## src/ftx_pkg.sv

```systemverilog
`default_nettype none
package ftx_pkg;
	// register byte addresses
	localparam logic [4:0] ADDR_CTRL = 5'h00;
	localparam logic [4:0] ADDR_CLKDIV = 5'h04;
	localparam logic [4:0] ADDR_DEV = 5'h08;
	localparam logic [4:0] ADDR_SYNC = 5'h0c;
	localparam logic [4:0] ADDR_STATUS = 5'h10;
	// control word field positions
	localparam int CTRL_MOD_LSB = 0;
	localparam int CTRL_ROLL_BIT = 3;
	localparam int CTRL_INV_LSB = 4;
	localparam int CTRL_PAT_LSB = 8;
	localparam int CTRL_UART_BIT = 12;
	// status word field positions
	localparam int STAT_LVL_LSB = 0;
	localparam int STAT_FILT_LSB = 4;
	localparam int STAT_HALF_BIT = 6;
	localparam int STAT_UART_BIT = 7;
	localparam int STAT_RUN_BIT = 8;
	// reset values
	localparam logic [15:0] CLKDIV_RST = 16'h0001;
	localparam logic [8:0] DEV_RST = 9'h001;
	localparam logic [23:0] SYNC_RST = 24'h000000;
	localparam logic [8:0] PN9_SEED = 9'h1ff;
	// modulation select codes
	localparam logic [2:0] MOD_2FSK = 3'h0;
	localparam logic [2:0] MOD_GFSK = 3'h1;
	localparam logic [2:0] MOD_3FSK = 3'h2;
	localparam logic [2:0] MOD_4FSK = 3'h3;
	localparam logic [2:0] MOD_OS2FSK = 3'h4;
	localparam logic [2:0] MOD_RC2FSK = 3'h5;
	localparam logic [2:0] MOD_RC3FSK = 3'h6;
	localparam logic [2:0] MOD_RC4FSK = 3'h7;
	// test pattern codes
	localparam logic [2:0] PAT_NORMAL = 3'h0;
	localparam logic [2:0] PAT_CARRIER = 3'h1;
	localparam logic [2:0] PAT_PLUS = 3'h2;
	localparam logic [2:0] PAT_MINUS = 3'h3;
	localparam logic [2:0] PAT_ALT = 3'h4;
	localparam logic [2:0] PAT_PN9 = 3'h5;
	localparam logic [2:0] PAT_SYNC = 3'h6;
	// timing: 32 sub-ticks per bit, clock rises entering sub-tick 16
	localparam logic [4:0] SUB_RISE_LAST = 5'h0f;
	localparam logic [4:0] SUB_FALL_LAST = 5'h1f;
	localparam logic [4:0] SUB_HIGH_FIRST = 5'h10;
	// latency taps in symbol events
	localparam logic [5:0] LAT_NONE = 6'h01;
	localparam logic [5:0] LAT_GAUSS = 6'h04;
	localparam logic [5:0] LAT_RC05 = 6'h05;
	localparam logic [5:0] LAT_RC07 = 6'h04;
	localparam logic [5:0] LAT_OS = 6'h20;
	// symbol levels
	localparam logic signed [2:0] LVL_M3 = -3'sd3;
	localparam logic signed [2:0] LVL_M1 = -3'sd1;
	localparam logic signed [2:0] LVL_0 = 3'sd0;
	localparam logic signed [2:0] LVL_P1 = 3'sd1;
	localparam logic signed [2:0] LVL_P3 = 3'sd3;
	// axi responses
	localparam logic [1:0] RESP_OKAY = 2'h0;
	localparam logic [1:0] RESP_SLVERR = 2'h2;

	typedef enum logic [1:0] {FILT_NONE, FILT_GAUSS, FILT_RC} ftx_filter_type;

	typedef struct packed {
		logic uart_sel;
		logic [2:0] pattern;
		logic [1:0] clk_inv;
		logic rolloff;
		logic [2:0] mod;
	} ftx_ctrl_type;

	typedef struct packed {
		logic signed [2:0] level;
		logic signed [11:0] freq_word;
	} ftx_sym_type;
endpackage
`default_nettype wire

```

## src/ftx_symbol_mapper.sv

```systemverilog
// Behaviour
// - 3-level mode precodes input bits, then applies the convolutional encoder.
// - 3-level output outside the tone patterns never has three equal nonzero symbols in a row; dc-free.
// - 3-level mode emits one symbol per input bit.
// - modulation code 010 selects unfiltered 3-level FSK.
// - 4-level mode pairs bits into one of four symbols, half rate.
// - 4-level pair-to-level map is gray coded.
// - inner levels use programmed deviation, outer levels three times it.
// - clock starts after divider write; first pulse takes first symbol MSB.
// - oversampled binary mode: no data clock, sample input at 32x rate.
// - only oversampled binary mode accepts data from the UART-style interface.
// - code 001 selects Gaussian filtering, binary only, BT 0.5.
// - raised-cosine roll-off 0.5 by default, 0.7 when select bit is one.
// - modulation select codes decode to the eight documented schemes.
// - unfiltered: sampled bit or symbol reaches output one period later.
// - filtered latencies: Gaussian 4, cosine 0.5 gives 5, 0.7 gives 4.
// - inverted clock samples on falling edge, adding half a bit latency.
// - test pattern select chooses normal, carrier, tones, 1010, PN9 or sync.
// - test patterns run at the programmed data rate.
// - encoder is one minus two-sample delay, precoder its modulo-2 inverse.
// - 3-level zero gives carrier, plus or minus one gives one deviation.
// - 4-level pairs map to plus or minus three or one deviation.
// - all modes except oversampled binary output a bit-rate clock.
`timescale 1ns/100ps
`default_nettype none
module ftx_symbol_mapper #(
	parameter int DL_DEPTH = 32
) (
	// clock and reset
	input wire logic aclk,
	input wire logic aresetn,
	// axi4-lite write
	input wire logic [4:0] s_axi_awaddr,
	input wire logic s_axi_awvalid,
	output logic s_axi_awready,
	input wire logic [31:0] s_axi_wdata,
	input wire logic [3:0] s_axi_wstrb,
	input wire logic s_axi_wvalid,
	output logic s_axi_wready,
	output logic [1:0] s_axi_bresp,
	output logic s_axi_bvalid,
	input wire logic s_axi_bready,
	// axi4-lite read
	input wire logic [4:0] s_axi_araddr,
	input wire logic s_axi_arvalid,
	output logic s_axi_arready,
	output logic [31:0] s_axi_rdata,
	output logic [1:0] s_axi_rresp,
	output logic s_axi_rvalid,
	input wire logic s_axi_rready,
	// serial data link
	input wire logic transmit_bit_in,
	output logic tx_bit_clock_out,
	// modulator side
	output ftx_pkg::ftx_sym_type tx_symbol,
	output logic tx_symbol_strobe,
	output ftx_pkg::ftx_filter_type filter_kind,
	output logic rolloff_select_bit
);
	// ---------------- register bus ----------------
	logic aw_held_ff, nxt_aw_held;
	logic [4:0] awaddr_ff, nxt_awaddr;
	logic w_held_ff, nxt_w_held;
	logic [31:0] wdata_ff, nxt_wdata;
	logic [3:0] wstrb_ff, nxt_wstrb;
	logic bvalid_ff, nxt_bvalid;
	logic [1:0] bresp_ff, nxt_bresp;
	logic rvalid_ff, nxt_rvalid;
	logic [31:0] rdata_ff, nxt_rdata;
	logic [1:0] rresp_ff, nxt_rresp;
	ftx_pkg::ftx_ctrl_type ctrl_ff, nxt_ctrl;
	logic [15:0] clkdiv_ff, nxt_clkdiv;
	logic [8:0] dev_ff, nxt_dev;
	logic [23:0] sync_ff, nxt_sync;
	logic [31:0] ctrl_word, status_word, old_word, merged;
	logic [4:0] wr_addr;
	logic do_write, clk_start, sync_load;
	// datapath state read by the bus, except dl_ff
	logic signed [2:0] dl_ff [DL_DEPTH];
	logic half_ff;
	logic running_ff;
	logic uart_block;
	ftx_pkg::ftx_filter_type filt;

	assign s_axi_awready = !aw_held_ff && !bvalid_ff;
	assign s_axi_wready = !w_held_ff && !bvalid_ff;
	assign s_axi_arready = !rvalid_ff;
	assign s_axi_bvalid = bvalid_ff;
	assign s_axi_bresp = bresp_ff;
	assign s_axi_rvalid = rvalid_ff;
	assign s_axi_rdata = rdata_ff;
	assign s_axi_rresp = rresp_ff;

	always_comb
	begin
		ctrl_word = 32'h00000000;
		ctrl_word[ftx_pkg::CTRL_MOD_LSB +: 3] = ctrl_ff.mod;
		ctrl_word[ftx_pkg::CTRL_ROLL_BIT] = ctrl_ff.rolloff;
		ctrl_word[ftx_pkg::CTRL_INV_LSB +: 2] = ctrl_ff.clk_inv;
		ctrl_word[ftx_pkg::CTRL_PAT_LSB +: 3] = ctrl_ff.pattern;
		ctrl_word[ftx_pkg::CTRL_UART_BIT] = ctrl_ff.uart_sel;
		status_word = 32'h00000000;
		status_word[ftx_pkg::STAT_LVL_LSB +: 3] = tx_symbol.level;
		status_word[ftx_pkg::STAT_FILT_LSB +: 2] = filt;
		status_word[ftx_pkg::STAT_HALF_BIT] = half_ff;
		status_word[ftx_pkg::STAT_UART_BIT] = uart_block;
		status_word[ftx_pkg::STAT_RUN_BIT] = running_ff;
	end

	always_comb
	begin
		nxt_aw_held = aw_held_ff;
		nxt_awaddr = awaddr_ff;
		nxt_w_held = w_held_ff;
		nxt_wdata = wdata_ff;
		nxt_wstrb = wstrb_ff;
		nxt_bvalid = bvalid_ff;
		nxt_bresp = bresp_ff;
		nxt_rvalid = rvalid_ff;
		nxt_rdata = rdata_ff;
		nxt_rresp = rresp_ff;
		nxt_ctrl = ctrl_ff;
		nxt_clkdiv = clkdiv_ff;
		nxt_dev = dev_ff;
		nxt_sync = sync_ff;
		clk_start = 1'b0;
		sync_load = 1'b0;
		if (s_axi_awvalid && s_axi_awready)
		begin
			nxt_aw_held = 1'b1;
			nxt_awaddr = s_axi_awaddr;
		end
		if (s_axi_wvalid && s_axi_wready)
		begin
			nxt_w_held = 1'b1;
			nxt_wdata = s_axi_wdata;
			nxt_wstrb = s_axi_wstrb;
		end
		wr_addr = nxt_awaddr;
		do_write = nxt_aw_held && nxt_w_held && !bvalid_ff;
		unique case (wr_addr)
			ftx_pkg::ADDR_CTRL: old_word = ctrl_word;
			ftx_pkg::ADDR_CLKDIV: old_word = {16'h0000, clkdiv_ff};
			ftx_pkg::ADDR_DEV: old_word = {23'h000000, dev_ff};
			ftx_pkg::ADDR_SYNC: old_word = {8'h00, sync_ff};
			default: old_word = 32'h00000000;
		endcase
		for (int i = 0; i < 4; i++)
			merged[i*8 +: 8] = nxt_wstrb[i] ? nxt_wdata[i*8 +: 8] : old_word[i*8 +: 8];
		if (do_write)
		begin
			nxt_aw_held = 1'b0;
			nxt_w_held = 1'b0;
			nxt_bvalid = 1'b1;
			nxt_bresp = ftx_pkg::RESP_OKAY;
			unique case (wr_addr)
				ftx_pkg::ADDR_CTRL:
				begin
					nxt_ctrl.mod = merged[ftx_pkg::CTRL_MOD_LSB +: 3];
					nxt_ctrl.rolloff = merged[ftx_pkg::CTRL_ROLL_BIT];
					nxt_ctrl.clk_inv = merged[ftx_pkg::CTRL_INV_LSB +: 2];
					nxt_ctrl.pattern = merged[ftx_pkg::CTRL_PAT_LSB +: 3];
					nxt_ctrl.uart_sel = merged[ftx_pkg::CTRL_UART_BIT];
				end
				ftx_pkg::ADDR_CLKDIV:
				begin
					// a zero divider would stall the clock; treat it as one
					nxt_clkdiv = (merged[15:0] == 16'h0000) ? 16'h0001 : merged[15:0];
					clk_start = 1'b1;
				end
				ftx_pkg::ADDR_DEV: nxt_dev = merged[8:0];
				ftx_pkg::ADDR_SYNC:
				begin
					nxt_sync = merged[23:0];
					sync_load = 1'b1;
				end
				ftx_pkg::ADDR_STATUS: nxt_bresp = ftx_pkg::RESP_OKAY;
				default: nxt_bresp = ftx_pkg::RESP_SLVERR;
			endcase
		end
		if (bvalid_ff && s_axi_bready)
			nxt_bvalid = 1'b0;
		if (rvalid_ff && s_axi_rready)
			nxt_rvalid = 1'b0;
		if (s_axi_arvalid && s_axi_arready)
		begin
			nxt_rvalid = 1'b1;
			nxt_rresp = ftx_pkg::RESP_OKAY;
			unique case (s_axi_araddr)
				ftx_pkg::ADDR_CTRL: nxt_rdata = ctrl_word;
				ftx_pkg::ADDR_CLKDIV: nxt_rdata = {16'h0000, clkdiv_ff};
				ftx_pkg::ADDR_DEV: nxt_rdata = {23'h000000, dev_ff};
				ftx_pkg::ADDR_SYNC: nxt_rdata = {8'h00, sync_ff};
				ftx_pkg::ADDR_STATUS: nxt_rdata = status_word;
				default:
				begin
					nxt_rdata = 32'h00000000;
					nxt_rresp = ftx_pkg::RESP_SLVERR;
				end
			endcase
		end
	end

	always_ff @(posedge aclk)
	begin
		if (!aresetn)
		begin
			aw_held_ff <= 1'b0;
			awaddr_ff <= 5'h00;
			w_held_ff <= 1'b0;
			wdata_ff <= 32'h00000000;
			wstrb_ff <= 4'h0;
			bvalid_ff <= 1'b0;
			bresp_ff <= ftx_pkg::RESP_OKAY;
			rvalid_ff <= 1'b0;
			rdata_ff <= 32'h00000000;
			rresp_ff <= ftx_pkg::RESP_OKAY;
			ctrl_ff <= '0;
			clkdiv_ff <= ftx_pkg::CLKDIV_RST;
			dev_ff <= ftx_pkg::DEV_RST;
			sync_ff <= ftx_pkg::SYNC_RST;
		end
		else
		begin
			aw_held_ff <= nxt_aw_held;
			awaddr_ff <= nxt_awaddr;
			w_held_ff <= nxt_w_held;
			wdata_ff <= nxt_wdata;
			wstrb_ff <= nxt_wstrb;
			bvalid_ff <= nxt_bvalid;
			bresp_ff <= nxt_bresp;
			rvalid_ff <= nxt_rvalid;
			rdata_ff <= nxt_rdata;
			rresp_ff <= nxt_rresp;
			ctrl_ff <= nxt_ctrl;
			clkdiv_ff <= nxt_clkdiv;
			dev_ff <= nxt_dev;
			sync_ff <= nxt_sync;
		end
	end

	// ---------------- bit timing ----------------
	logic [15:0] div_cnt_ff, nxt_div_cnt;
	logic [4:0] sub_cnt_ff, nxt_sub_cnt;
	logic nxt_running, clk_out_ff, nxt_clk_out;
	logic sub_tick, bit_tick, samp, samp_os, os_mode;

	assign os_mode = ctrl_ff.mod == ftx_pkg::MOD_OS2FSK;
	assign sub_tick = running_ff && (div_cnt_ff >= clkdiv_ff - 16'h0001);
	assign bit_tick = sub_tick && sub_cnt_ff == ftx_pkg::SUB_RISE_LAST;
	// rising edge by default, falling edge when inverted
	assign samp = sub_tick && !os_mode &&
		sub_cnt_ff == ((ctrl_ff.clk_inv != 2'h0) ? ftx_pkg::SUB_FALL_LAST : ftx_pkg::SUB_RISE_LAST);
	assign samp_os = sub_tick && os_mode;
	assign tx_bit_clock_out = clk_out_ff;

	always_comb
	begin
		nxt_running = running_ff;
		nxt_div_cnt = sub_tick ? 16'h0000 : div_cnt_ff + 16'h0001;
		nxt_sub_cnt = sub_tick ? sub_cnt_ff + 5'h01 : sub_cnt_ff;
		if (clk_start)
		begin
			nxt_running = 1'b1;
			nxt_div_cnt = 16'h0000;
			nxt_sub_cnt = 5'h00;
		end
		if (!nxt_running)
			nxt_div_cnt = 16'h0000;
		// clock starts low so the first rising edge is the first pulse
		nxt_clk_out = nxt_running && !os_mode && nxt_sub_cnt >= ftx_pkg::SUB_HIGH_FIRST;
	end

	always_ff @(posedge aclk)
	begin
		if (!aresetn)
		begin
			running_ff <= 1'b0;
			div_cnt_ff <= 16'h0000;
			sub_cnt_ff <= 5'h00;
			clk_out_ff <= 1'b0;
		end
		else
		begin
			running_ff <= nxt_running;
			div_cnt_ff <= nxt_div_cnt;
			sub_cnt_ff <= nxt_sub_cnt;
			clk_out_ff <= nxt_clk_out;
		end
	end

	// ---------------- test patterns ----------------
	logic alt_ff, nxt_alt;
	logic [8:0] lfsr_ff, nxt_lfsr;
	logic [23:0] sync_sh_ff, nxt_sync_sh;
	logic pat_bit;

	always_comb
	begin
		nxt_alt = alt_ff;
		nxt_lfsr = lfsr_ff;
		nxt_sync_sh = sync_load ? nxt_sync : sync_sh_ff;
		if (bit_tick)
		begin
			nxt_alt = !alt_ff;
			nxt_lfsr = {lfsr_ff[7:0], lfsr_ff[8] ^ lfsr_ff[4]};
			if (!sync_load)
				nxt_sync_sh = {sync_sh_ff[22:0], sync_sh_ff[23]};
		end
		unique case (ctrl_ff.pattern)
			ftx_pkg::PAT_ALT: pat_bit = alt_ff;
			ftx_pkg::PAT_PN9: pat_bit = lfsr_ff[8];
			ftx_pkg::PAT_SYNC: pat_bit = sync_sh_ff[23];
			default: pat_bit = transmit_bit_in;
		endcase
	end

	always_ff @(posedge aclk)
	begin
		if (!aresetn)
		begin
			alt_ff <= 1'b1;
			lfsr_ff <= ftx_pkg::PN9_SEED;
			sync_sh_ff <= ftx_pkg::SYNC_RST;
		end
		else
		begin
			alt_ff <= nxt_alt;
			lfsr_ff <= nxt_lfsr;
			sync_sh_ff <= nxt_sync_sh;
		end
	end

	// ---------------- symbol mapping and latency ----------------
	logic p1_ff, p2_ff, nxt_p1, nxt_p2, nxt_half, msb_ff, nxt_msb;
	logic signed [2:0] nxt_dl [DL_DEPTH];
	ftx_pkg::ftx_sym_type out_ff, nxt_out;
	logic strobe_ff, nxt_strobe;
	logic is3, is4, d, p, ev, forced;
	logic signed [2:0] lvl, dlv;
	logic [5:0] tap;

	assign is3 = ctrl_ff.mod == ftx_pkg::MOD_3FSK || ctrl_ff.mod == ftx_pkg::MOD_RC3FSK;
	assign is4 = ctrl_ff.mod == ftx_pkg::MOD_4FSK || ctrl_ff.mod == ftx_pkg::MOD_RC4FSK;
	assign uart_block = ctrl_ff.uart_sel && !os_mode;
	assign forced = ctrl_ff.pattern == ftx_pkg::PAT_CARRIER || ctrl_ff.pattern == ftx_pkg::PAT_PLUS ||
		ctrl_ff.pattern == ftx_pkg::PAT_MINUS;
	assign tx_symbol = out_ff;
	assign tx_symbol_strobe = strobe_ff;
	assign filter_kind = filt;
	assign rolloff_select_bit = ctrl_ff.rolloff;

	always_comb
	begin
		unique case (ctrl_ff.mod)
			ftx_pkg::MOD_GFSK: filt = ftx_pkg::FILT_GAUSS;
			ftx_pkg::MOD_RC2FSK, ftx_pkg::MOD_RC3FSK, ftx_pkg::MOD_RC4FSK: filt = ftx_pkg::FILT_RC;
			default: filt = ftx_pkg::FILT_NONE;
		endcase
		unique case (filt)
			ftx_pkg::FILT_GAUSS: tap = ftx_pkg::LAT_GAUSS;
			ftx_pkg::FILT_RC: tap = ctrl_ff.rolloff ? ftx_pkg::LAT_RC07 : ftx_pkg::LAT_RC05;
			default: tap = os_mode ? ftx_pkg::LAT_OS : ftx_pkg::LAT_NONE;
		endcase
	end

	always_comb
	begin
		nxt_p1 = p1_ff;
		nxt_p2 = p2_ff;
		nxt_half = clk_start ? 1'b0 : half_ff;
		nxt_msb = msb_ff;
		nxt_out = out_ff;
		nxt_strobe = 1'b0;
		nxt_dl = dl_ff;
		ev = 1'b0;
		lvl = ftx_pkg::LVL_0;
		p = 1'b0;
		d = (ctrl_ff.pattern == ftx_pkg::PAT_NORMAL) ? (transmit_bit_in && !uart_block) : pat_bit;
		if (samp || samp_os)
		begin
			ev = 1'b1;
			if (is3)
			begin
				p = d ^ p2_ff;
				lvl = 3'($signed({2'b00, p}) - $signed({2'b00, p2_ff}));
				nxt_p2 = p1_ff;
				nxt_p1 = p;
			end
			else if (is4)
			begin
				ev = half_ff;
				nxt_half = !half_ff;
				nxt_msb = d;
				unique case ({msb_ff, d})
					2'b00: lvl = ftx_pkg::LVL_M3;
					2'b01: lvl = ftx_pkg::LVL_M1;
					2'b11: lvl = ftx_pkg::LVL_P1;
					2'b10: lvl = ftx_pkg::LVL_P3;
				endcase
			end
			else
				lvl = d ? ftx_pkg::LVL_P1 : ftx_pkg::LVL_M1;
			unique case (ctrl_ff.pattern)
				ftx_pkg::PAT_CARRIER: lvl = ftx_pkg::LVL_0;
				ftx_pkg::PAT_PLUS: lvl = ftx_pkg::LVL_P1;
				ftx_pkg::PAT_MINUS: lvl = ftx_pkg::LVL_M1;
				default: lvl = lvl;
			endcase
		end
		// a divider write restarts pairing even if a sample lands in the same cycle
		if (clk_start)
			nxt_half = 1'b0;
		dlv = dl_ff[5'(tap - 6'h01)];
		if (ev)
		begin
			nxt_dl[0] = lvl;
			for (int i = 1; i < DL_DEPTH; i++)
				nxt_dl[i] = dl_ff[i-1];
			nxt_strobe = 1'b1;
			nxt_out.level = dlv;
			// zero level is carrier, magnitude 3 gives three deviations
			nxt_out.freq_word = $signed({{9{dlv[2]}}, dlv}) * $signed({3'b000, dev_ff});
		end
	end

	always_ff @(posedge aclk)
	begin
		if (!aresetn)
		begin
			p1_ff <= 1'b0;
			p2_ff <= 1'b0;
			half_ff <= 1'b0;
			msb_ff <= 1'b0;
			out_ff <= '0;
			strobe_ff <= 1'b0;
			for (int i = 0; i < DL_DEPTH; i++)
				dl_ff[i] <= ftx_pkg::LVL_0;
		end
		else
		begin
			p1_ff <= nxt_p1;
			p2_ff <= nxt_p2;
			half_ff <= nxt_half;
			msb_ff <= nxt_msb;
			out_ff <= nxt_out;
			strobe_ff <= nxt_strobe;
			dl_ff <= nxt_dl;
		end
	end

	// ---------------- checks ----------------
	logic [1:0] run3_ff;

	always_ff @(posedge aclk)
	begin
		if (!aresetn || !is3 || forced)
			run3_ff <= 2'h0;
		else if (ev && run3_ff != 2'h3)
			run3_ff <= run3_ff + 2'h1;
	end

	AST_3LVL_RUN: assert property (@(posedge aclk) disable iff (!aresetn)
		(is3 && !forced && run3_ff == 2'h3 && ev) |=> !(dl_ff[0] == dl_ff[1] && dl_ff[1] == dl_ff[2] && dl_ff[0] != 3'sd0))
		else $error("three equal nonzero 3-level symbols in a row");
	AST_3LVL_RATE: assert property (@(posedge aclk) disable iff (!aresetn)
		(samp && is3) |=> (dl_ff[1] == $past(dl_ff[0]) && strobe_ff))
		else $error("3-level sample did not yield one symbol");
	AST_4LVL_PAIR: assert property (@(posedge aclk) disable iff (!aresetn)
		(samp && is4 && !half_ff && !clk_start) |=> (!strobe_ff && half_ff))
		else $error("4-level symbol emitted on first bit of pair");
	AST_4LVL_GRAY: assert property (@(posedge aclk) disable iff (!aresetn)
		(samp && is4 && half_ff && !forced && msb_ff && !d) |=> dl_ff[0] == 3'sd3)
		else $error("bit pair 10 not mapped to outer plus level");
	AST_OUTER_DEV: assert property (@(posedge aclk) disable iff (!aresetn)
		(ev && dlv == -3'sd3) |=> tx_symbol.freq_word == -$signed({3'b000, $past(dev_ff)}) * 12'sd3)
		else $error("outer level is not three times deviation");
	AST_OS_NOCLK: assert property (@(posedge aclk) disable iff (!aresetn)
		(os_mode && $past(os_mode)) |-> !tx_bit_clock_out)
		else $error("bit clock running in oversampled mode");
	AST_CLK_START: assert property (@(posedge aclk) disable iff (!aresetn)
		clk_start |=> (running_ff && sub_cnt_ff == 5'h00 && !tx_bit_clock_out))
		else $error("clock did not restart after divider write");
	AST_LAT_NONE: assert property (@(posedge aclk) disable iff (!aresetn)
		(samp && ctrl_ff.mod == ftx_pkg::MOD_2FSK) |=> tx_symbol.level == $past(dl_ff[0]))
		else $error("unfiltered latency is not one period");
	AST_LAT_GAUSS: assert property (@(posedge aclk) disable iff (!aresetn)
		(samp && ctrl_ff.mod == ftx_pkg::MOD_GFSK) |=> tx_symbol.level == $past(dl_ff[3]))
		else $error("gaussian latency is not four bits");
	AST_INV_EDGE: assert property (@(posedge aclk) disable iff (!aresetn)
		(samp && ctrl_ff.clk_inv != 2'h0) |-> tx_bit_clock_out)
		else $error("inverted clock sample not at falling edge");
	AST_PN9_LIVE: assert property (@(posedge aclk) disable iff (!aresetn)
		lfsr_ff != 9'h000)
		else $error("pn9 register locked at zero");
	AST_UART_GATE: assert property (@(posedge aclk) disable iff (!aresetn)
		(samp && uart_block && ctrl_ff.pattern == ftx_pkg::PAT_NORMAL && ctrl_ff.mod == ftx_pkg::MOD_2FSK)
		|=> dl_ff[0] == -3'sd1)
		else $error("uart data accepted outside oversampled mode");
endmodule
`default_nettype wire

```

## config.mk

```make
export PLATFORM = sky130hd
export DESIGN_NAME = ftx_symbol_mapper
export DESIGN_NICKNAME = d
export VERILOG_FILES = /design/src/ftx_pkg.sv /design/src/ftx_symbol_mapper.sv
export SDC_FILE = /design/constraint.sdc
export NUM_CORES = 1
export LEC_CHECK = 0
export BUFFER_PORTS_ARGS = -buffer_cell sky130_fd_sc_hd__buf_4
export CORE_ASPECT_RATIO = 0.75
export CORE_MARGIN = 8
export CORE_UTILIZATION = 49
export DETAILED_ROUTE_END_ITERATION = 6
export PLACE_DENSITY = 0.68
export SLEW_MARGIN = 5
export SYNTH_ARGS = -nofsm -noshare
export SYNTH_HDL_FRONTEND = slang
export SYNTH_SLANG_ARGS = --single-unit
```

## constraint.sdc

```tcl
create_clock -name aclk -period 6.5 [get_ports aclk]
set_clock_uncertainty 0.05 [all_clocks]
set_input_delay 0.975 -clock aclk [delete_from_list [all_inputs] [get_ports aclk]]
set_output_delay 0.975 -clock aclk [all_outputs]
set_load 0.005 [all_outputs]
```

### Yosys cells after proc, flatten, opt, wreduce, memory -nomap -nowiden

Cells that the tools add are included.

* bits of input ports: 54
* bits in registers: 304

* eq/ne operators: 28
* bitwise operators: 6
* $mul: 1
* add/sub/neg operators: 5
* reductions and logical operators: 48
* muxes and demuxes: 47
* $lt $le $gt $ge: 3

Operator list (number)
* two-way mux 24 bit: 6
* one-hot mux 24 bit (5 select lines): 1
* one-hot mux 24 bit (4 select lines): 1
* equality test 5 x 4 -> 1 bit (second input constant): 5
* two-way mux 8 bit: 3
* equality test 3 bit (second input constant): 7
* two-way mux 3 bit: 7
* two-way mux 5 bit: 4
* logical AND 1 bit: 18
* adder 16 x 1 -> 16 bit (second input constant): 1
* >= comparator 16 bit: 1
* logical NOT 16 bit: 1
* two-way mux 1 bit: 16
* two-way mux 16 bit: 1
* subtractor 16 x 1 -> 16 bit (second input constant): 1
* binary-select mux 3 bit (select 5 bit): 1
* equality test 3 x 2 -> 1 bit (second input constant): 4
* multiplier 3 x 10 -> 12 bit: 1
* one-hot mux 3 bit (4 select lines): 1
* equality test 5 x 3 -> 1 bit (second input constant): 2
* equality test 5 bit (second input constant): 2
* logical NOT 5 bit: 2
* one-hot mux 5 bit (2 select lines): 1
* OR reduction 5 bit: 2
* 26 further kinds: 49

### Depth between registers and ports, before layout

Gate-level depths: netlist of run 1.

* word-level depth: 12
* gate-level depth with buffers: 22
* gate-level depth less buffers: 22

### Worst setup path before layout of run 1

No wires, ideal clock.

* path kind: register -> register
* start point: register ctrl_ff[1] (netlist name)
* end point: register out_ff (netlist bit tx_symbol[11])
* stages on the path, launching flop included: 22
* path buffers: 2
* data required time: 6325 ps
* clock period less this slack: 5193 ps
* data arrival time: 5018 ps
* slack: 1307 ps
* cell sequence: dfxtp_1 > clkbuf_1 > nor3b_1 > a21oi_2 > inv_1 > ha_1 > mux4_2 > mux2i_1 > clkbuf_1 > nor2_1 > fa_1 > ha_1 > ha_1 > fa_1 > a21o_1 > a21oi_1 > o21ai_0 > o21a_1 > o21a_1 > nor2_1 > xnor2_1 > o2bb2ai_1

* cells in the longest elaborated chain, start to end: 11
* elaborated cells on any way between the ends: 29
* those cells by class: add/sub: 1; mul: 1; eq/ne: 9; mux: 9; bitwise: 1; reduce/logical: 8

RTL lines
* start, declared: line ftx_symbol_mapper.sv:71 `ftx_pkg::ftx_ctrl_type ctrl_ff, nxt_ctrl;`
* start signal, assigned: line ftx_symbol_mapper.sv:235 `ctrl_ff <= nxt_ctrl;`
* equality test 3 bit: line ftx_symbol_mapper.sv:355 `unique case (ctrl_ff.mod)`
* OR reduction 3 bit: line ftx_symbol_mapper.sv:355
* one-hot mux 2 bit (2 select lines) (*): line ftx_symbol_mapper.sv:355
* net filter_kind[0]: line ftx_symbol_mapper.sv:57 `output ftx_pkg::ftx_filter_type filter_kind,`
* equality test 2 bit / equality test 2 x 1 -> 1 bit (equally long branches): line ftx_symbol_mapper.sv:360 `unique case (filt)`
* one-hot mux 5 bit (2 select lines) (*): line ftx_symbol_mapper.sv:360
* subtractor 5 x 1 -> 5 bit (*): line ftx_symbol_mapper.sv:414 `dlv = dl_ff[5'(tap - 6'h01)];`
* NOT 5 -> 6 bit (implied by the code) (*): line ftx_symbol_mapper.sv:414
* binary-select mux 3 bit (select 5 bit) (*): line ftx_symbol_mapper.sv:414
* two-way mux 3 bit (implied by the code) (*) (2 in a row): line ftx_symbol_mapper.sv:414
* multiplier 3 x 10 -> 12 bit (*): line ftx_symbol_mapper.sv:423 `nxt_out.freq_word = $signed({{9{dlv[2]}}, dlv}) * $signed({3'b000, dev_ff});`
* end signal, assigned: line ftx_symbol_mapper.sv:446 `out_ff <= nxt_out;`
* end, declared: line ftx_symbol_mapper.sv:337 `ftx_pkg::ftx_sym_type out_ff, nxt_out;`

The timed path passes the listed nets; every way through them passes the cells marked *. The select of a mux whose other input is x is not followed.
A chain may end at the register's enable or synchronous reset.

### Worst setup path in the final report of run 1

* start point: register ctrl_ff[0] (netlist name)
* end point: register out_ff (netlist bit tx_symbol[11])

* cells in the longest elaborated chain, start to end: 11
* elaborated cells on any way between the ends: 29
* those cells by class: add/sub: 1; mul: 1; eq/ne: 9; mux: 9; bitwise: 1; reduce/logical: 8

RTL lines (line)
* equality test 3 bit, on equally long branches: ftx_symbol_mapper.sv:343, ftx_symbol_mapper.sv:355, ftx_symbol_mapper.sv:344
* OR reduction 3 bit: ftx_symbol_mapper.sv:355
* one-hot mux 2 bit (2 select lines): ftx_symbol_mapper.sv:355
* equality test 2 bit / equality test 2 x 1 -> 1 bit (equally long branches): ftx_symbol_mapper.sv:360
* one-hot mux 5 bit (2 select lines): ftx_symbol_mapper.sv:360
* subtractor 5 x 1 -> 5 bit: ftx_symbol_mapper.sv:414
* NOT 5 -> 6 bit (implied by the code): ftx_symbol_mapper.sv:414
* binary-select mux 3 bit (select 5 bit): ftx_symbol_mapper.sv:414
* two-way mux 3 bit (implied by the code) (2 in a row): ftx_symbol_mapper.sv:414
* multiplier 3 x 10 -> 12 bit: ftx_symbol_mapper.sv:423

Parallel ways exist; a longest one is shown, timed or not. The select of a mux whose other input is x is not followed.

==> results.md, run 1 <==
- Status: complete, no violations
- Yosys reg bits: ~290
- Synth Area in Adders: 0.05086
- First-pass GRT wire length: 53,050 um
- Main combinational cell family by area after synthesis: simple AND/OR/NAND/NOR gates
- H-tree levels: 1
- Top cell type by total area after synthesis: dfxtp_1
- Post-synth top cells: 296 x nor2_1, 294 x dfxtp_1, 166 x mux2i_1, 131 x nand2_1, 106 x a21oi_1
- Share of post-route cells with drive strength above 1: 0.1224
- Post-synth EDFFs: 0
- Async SR Flop Fraction: 0
- Endpoints failing hold: 0
- Clk buf depth: 3
- Chip height: ~160 um
- Vias: roughly 11,000
- Reg2reg setup slack: roughly 0.79 ns
- Site row count: 52
- DRC Markers: 0
- # resized after CTS: 0
- Total power: slightly below 0.004 W
- Cts bufs inserted: 29
- IO Port Bufs: 95
- Die area: about 0.033 mm2
- Clock-pin slew on the worst setup and hold paths: approximately 0.06 ns
- Drt pass-1 iters: 6
- Inst Count DP: 1,860
- Finish-stage setup viols: 0
- # Max-Cap Violations: 0
- Synthesis Warnings: 0
- R2R Path End: tx_symbol[11]$_SDFFE_PN0P_
- Hold path startpoint: sync_sh_ff[1]$_SDFF_PN0_
- Antenna violations before repair: 0
- Sequential fraction of the synthesis area: 0.4398
- Post-synthesis cell count: about 1,500
- Syn Area/Cell: 8.958 um2
- Setup Buffers After CTS: 0
- NumNets Final: roughly 1,600
- CTS Root Cell: clkbuf_16
- Final instance area: between 0.015 and 0.02 mm2
- Post-synth top area share: 0.4398
- Yosys cell types: 64
- DRT antenna net count: 0
- Fin Hold WS: roughly 0.40 ns
- Vias per cell: between 5 and 6
- Crit path DAT: a little over 6 ns
- Wire per inst: between 15 and 20 um
- Peak supply drop: 0.0001985 V
- Worst slew pin tran: approximately 1.2 ns
- CP endpoint kind: register
- Worst-Skew Late Latency: approximately 0.56 ns
- Post-synth top flop: dfxtp_1
- GP Congestion: between 0.9 and 1
- WL final: 33,100 um
- Tmin final: 5.710 ns
- Max Freq: 175.1 MHz
- Core area: around 0.027 mm2
- Slew HR: 0.1926
- DP HPWL: between 20,000 and 25,000 um
- Leak Pwr: between 5 and 6 nW
- Ranking of synthesized cells by area: dfxtp_1 44%, mux2i_1 12%, nor2_1 8.3%
- Clock Sinks: roughly 300
- Final Cycle Share: 0.8785
- WHS Endpoint: sync_sh_ff[1]$_SDFF_PN0_
- Layout Cells excl Fill: about 1,900
- Synthesized area: roughly 0.013 mm2
- Die X: slightly above 200 um
- Hold Buf Count CTS: 0
- RSZ-0062 raised after global routing: no
- Worst R2R Start: ctrl_ff[0]$_SDFFE_PN0P_
- Maximum fanout along the worst path: 12
- Setup TNS: 0 ns
- Slew Viols, Final: 0
- I/O Pins: 115
- Area after DPL: between 0.01 and 0.015 mm2
- WHS Path Cells: 2
- HP Class: register to register
- Power per cell area: 260.0 mW/mm2
- Area growth syn-to-layout: 14.10%
- Kind of critical path: register to register
- N_diodes: 0
- Xor/xnor share of the synthesized area: 0.02814
- Type of origin of the critical path: register
- Post-synthesis compound-gate area fraction: 0.1193
- CTS tree: yes
- Most frequent cell after synthesis: nor2_1
- Pin count of the biggest net entering global routing: approximately 150
- Initial DRC Count: around 960
- Req. time, crit path: between 6 and 7 ns
- Gr usage total: 0.1952
- Global route overflow: 0
- R2R cell count: 21
- Vias in the first global route: ~10,000
- Post-Synth Simple-Gate Area: 0.1767
- Starting Density: 0.4968
- Mux share of post-synthesis cell area: 0.1427
-- area by class of cell --
cell class	count	area [um2]
multi-input cells	1080	6990
clock inverters	11	177.7
well taps	351	439.2
clock buffers	41	840.8
flip-flops and latches	294	5886
inverters	22	87.58
repair buffers	113	848.3
fillers	2425	11670
-- cell families (layout without fill, tap and decap cells) --
family | after synthesis | after routing
and+or+nand+nor | 549 | 549
DFF | 294 | 294
AOI/OAI and AO/OA | 248 | 248
muxes | 181 | 181
buffers and inverters | 129 | 187
adders and majority gates | 49 | 49
xor gates and xnor gates | 43 | 43
other | 1 | 10
-- cells in the final DEF, fill, tap and decap left out, types with 6 or more instances in the layout --
cell type  netlist  routed
a21oi_1        106     105
nor2b_1         20      20
fa_1             9       9
dfxtp_1        294     294
inv_1           21      21
nor3_1          16      16
a211oi_1        31      31
mux4_2           6       6
o22ai_1          8       8
xor2_1          15      15
nand3_1         27      27
o21ai_0         27      27
clkbuf_16        0      29
buf_4           11     113
nand4_1          9       9
nand2b_1         9       9
a222oi_1        12      12
ha_1            40      40
a22oi_1          7       7
nor4_1           7       7
clkbuf_8         0       7
xnor2_1         28      28
mux2_2           8       8
conb_1           1      10
a21o_1          10      10
nand2_1        131     131
nor2_1         296     296
a221oi_1        12      12
mux2i_1        166     166
and2_1           6       6
-- how the worst max path moves through the flow --
stage | endpoint | slack [ns] | start | depth (start not counted)
2_1_floorplan | tx_symbol[11]$_SDFFE_PN0P_ | 1.31 | ctrl_ff[1]$_SDFFE_PN0P_ | 21
3_3_place_gp | tx_symbol[11]$_SDFFE_PN0P_ | 0.92 | ctrl_ff[0]$_SDFFE_PN0P_ | 21
3_5_place_dp | tx_symbol[11]$_SDFFE_PN0P_ | 0.74 | ctrl_ff[0]$_SDFFE_PN0P_ | 21
4_1_cts | tx_symbol[11]$_SDFFE_PN0P_ | 0.75 | ctrl_ff[0]$_SDFFE_PN0P_ | 21
5_1_grt | tx_symbol[11]$_SDFFE_PN0P_ | 0.47 | ctrl_ff[0]$_SDFFE_PN0P_ | 21
6_report | tx_symbol[11]$_SDFFE_PN0P_ | 0.79 | ctrl_ff[0]$_SDFFE_PN0P_ | 21
-- per-layer routing --
metal | vias to the layer above | share of wire | track usage
met5 | - | 0 | 0
met2 | 365 | 0.40 | 0.2774
met1 | 5015 | 0.49 | 0.2915
met3 | 47 | 0.093 | 0.04799
met4 | 0 | 0.018 | 0.04344
li1 | 5228 | - | -
-- power by group --
part	switching (W)	leakage, nW	internal (W)
registers	0.0000317	2.38	0.00183
logic	0.000206	2.92	0.000125
clock network	0.000714	0.492	0.00106
total	0.000951	5.79	0.00302
-- worst max-delay path: stages (launching register included) --
cell and delay [ns]:
dfxtp_1 0.57, nor2_1 0.13, or2_2 0.30, a21oi_2 0.17
buf_4 0.20, inv_1 0.06, ha_1 0.42, mux4_2 0.37
mux2i_1 0.48, nor2_1 0.14, fa_1 0.51, ha_1 0.31
ha_1 0.23, fa_1 0.41, a21o_1 0.17, a21oi_1 0.21
o21ai_0 0.15, o21a_1 0.21, o21a_1 0.16, nor2_1 0.11
xnor2_1 0.08, o2bb2ai_1 0.12
-- metrics by stage --
step	setup slack (ns)	util
4_1_cts	0.7503	0.5669
2_1_floorplan	1.307	-
3_3_place_gp	0.9171	0.5291
6_report	0.7900	0.5669
5_1_grt	0.4717	0.5669
3_5_place_dp	0.7441	0.5291
-- registers in the layout, indices dropped and copies added (netlist names), 3 cells and up --
| register | cells |
|---|---|
| s_axi_rdata | 24 |
| dev_ff | 9 |
| dl_ff | 96 |
| div_cnt_ff | 16 |
| wstrb_ff | 3 |
| sync_sh_ff | 24 |
| ctrl_ff | 9 |
| sync_ff | 24 |
| tx_symbol | 15 |
| awaddr_ff | 5 |
| clkdiv_ff | 16 |
| wdata_ff | 24 |
| sub_cnt_ff | 5 |
| lfsr_ff | 9 |
Power figures use the tool's default switching activity.
==> run 2: changes to the inputs <==
- clock period: 6.5 -> 5.84 ns (I/O delays scaled with it)
==> run 2 against run 1 <==
Against the previous run: power up 10%; via count increased by 0.54%; the flow now finishes with violations (DRC); largest power group unchanged; wire length rose by 2.0%; largest cell class unchanged; critical endpoint unchanged; die area is the same; first-iteration DRC count grew 16%.
==> results.md, run 2 (synthesized netlist as in run 1, its figures left out) <==
- Status: finished, violations left
- Failing checks: DRC
- Buf/Inv on CP: 2 (unchanged)
- CTS Root Cell: clkbuf_16
- IO Port Bufs: 95 (unchanged)
- Setup TNS: 0 ns (unchanged)
- I/O Pins: 115 (unchanged)
- Setup Buffers After CTS: 0 (unchanged)
- H-tree levels: 1 (unchanged)
- Core area: 0.02694 mm2 (unchanged)
- WL final: 33,750 um (+2.0%)
- Req. time, crit path: 6.24 ns (-0.63 ns)
- DRC Markers: 6 (+6)
- GP Congestion: 0.9166 (+0.32%)
- Largest Register: dl_ff
- Worst slew pin tran: 1.210 ns (-0.001568 ns)
- Antenna violations before repair: 2 (+2)
- Initial DRC Count: 1,116 (+16%)
- Hold Buf Count CTS: 0 (unchanged)
- Type of origin of the critical path: register
- Fill count: 2,431 (+0.25%)
- Peak supply drop: 0.0002525 V (+27%)
- Clk buf depth: 3 (unchanged)
- HP Class: register to register
- Most frequent cells in the layout: 296 x nor2_1, 294 x dfxtp_1, 166 x mux2i_1
- Commonest non-fill, non-tap cell in the layout: nor2_1
- Crit-path most repeated cell: ha_1
- Top delay family on crit path: adder cells
- Gr usage total: 0.1986 (+0.003336)
- Vias per cell: 5.588 (+0.28%)
- DP HPWL: 23,540 um (+1.3%)
- NumNets Final: 1,646 (+0.18%)
- # resized after CTS: 0 (unchanged)
- Share of post-route cells with drive strength above 1: 0.1245 (+0.002164)
- Site row count: 52 (unchanged)
- Die area: 0.03291 mm2 (unchanged)
- Slew Viols, Final: 0 (unchanged)
- Total power: 0.004386 W (+10%)
- Kind of critical path: register to register
- CP max stage cell: mux2i_1
- Endpoints failing hold: 0 (unchanged)
- Die X: 206.8 um (unchanged)
- CP peak stage delay: 0.59 ns (+0.02 ns)
- Tmin final: 5.356 ns (-0.3543 ns)
- CP endpoint kind: register
- Starting Density: 0.4968 (unchanged)
- Vias: 10,710 (+0.54%)
- Worst Setup Slack, final: 0.4843 ns (-0.3057 ns)
- Pin count of the biggest net entering global routing: 102 (-30%)
- Number of flip-flops in the largest register: 96 (unchanged)
- Max Freq: 186.7 MHz (+6.6%)
- Leak Pwr: 5.807 nW (+0.32%)
- Area growth syn-to-layout: 14.14% (about the same)
- First-pass GRT wire length: 53,910 um (+1.6%)
- Vias in the first global route: 10,090 (+1.4%)
- N_diodes: 0 (unchanged)
- CTS tree: yes
- Drt pass-1 iters: 7 (+1)
- Crit path DAT: 5.75 ns (-0.33 ns)
- Global route overflow: 0 (unchanged)
- Maximum fanout along the worst path: 11 (-1)
- Slew HR: 0.1882 (-0.004365)
- Power per cell area: 287.1 mW/mm2 (+10%)
- CP cell instances: buf_4, nor3b_1, a21oi_2, inv_1, ha_1, mux4_2, mux2i_1, nor2_1, fa_1, ha_1, ha_1, fa_1, a21o_1, a21oi_1, o21ai_0, o21a_1, o21a_1, nor2_1, xnor2_1, o2bb2ai_1
- Wire per inst: 17.61 um (+1.7%)
- Chip height: 159.1 um (unchanged)
- DRT antenna net count: 0 (unchanged)
- Clock Sinks: 294 (unchanged)
- RSZ-0062 raised after global routing: no
- Pre-CTS setup slack: 0.5267 ns (-0.2174 ns)
- Final Cycle Share: 0.9171 (+0.03860)
- Worst-Skew Late Latency: 0.57 ns (about the same)
- # Max-Cap Violations: 0 (unchanged)
- Clock-pin slew on the worst setup and hold paths: 0.06 ns (about the same)
- Finish-stage setup viols: 0 (unchanged)
- Cts bufs inserted: 29 (unchanged)
## run 2: final cells by class
cell class / instances / area (um2) / share of cell area
multi-input combinational: 1080 / 6990 / 0.4577
clock inverter: 13 / 157.7 / 0.01032
timing repair buffer: 116 / 883.3 / 0.05783
sequential: 294 / 5886 / 0.3853
inverter: 22 / 87.58 / 0.005734
tap: 351 / 439.2 / 0.02875
clock buffer: 41 / 830.8 / 0.05439
## run 2: worst min-delay path, delay by kind of cell, from the launching register on
| kind | cells | cell delay [ns] |
|---|---|---|
| flops | 1 | 0.31 |
| simple gates | 1 | 0.05 |
| compound gates | 1 | 0.05 |
## run 2: path summary, 6_finish.rpt
check                                from                           end  cells past startpoint  slack [ns]
max reg2reg       ctrl_ff[0]$_SDFFE_PN0P_    tx_symbol[11]$_SDFFE_PN0P_                     20        0.48
max               ctrl_ff[0]$_SDFFE_PN0P_    tx_symbol[11]$_SDFFE_PN0P_                     20        0.48
min reg2reg  s_axi_rdata[17]$_SDFFE_PN0P_  s_axi_rdata[17]$_SDFFE_PN0P_                      2        0.40
min          s_axi_rdata[17]$_SDFFE_PN0P_  s_axi_rdata[17]$_SDFFE_PN0P_                      2        0.40
## run 2: report_power, final
group / internal, W / switching [W]
clock network: 0.00113 / 0.000812
logic: 0.000142 / 0.000236
registers: 0.00204 / 0.0000306
## run 2: stage by stage
step / utilization / hold WS, ns / area (um2) / cells
2_1_floorplan: - / 0.3798 / 13420 / 1503
3_3_place_gp: 0.5304 / 0.3871 / 14290 / 1863
3_5_place_dp: 0.5304 / 0.3951 / 14290 / 1863
4_1_cts: 0.5671 / 0.4021 / 15270 / 1917
5_1_grt: 0.5671 / 0.4220 / 15270 / 1917
6_report: 0.5671 / 0.3992 / 15270 / 1917
## run 2: metal layers
layer,track usage,share of wire
met1,0.2918,0.48
met2,0.2783,0.40
met3,0.05531,0.091
met4,0.05413,0.026
met5,0,0
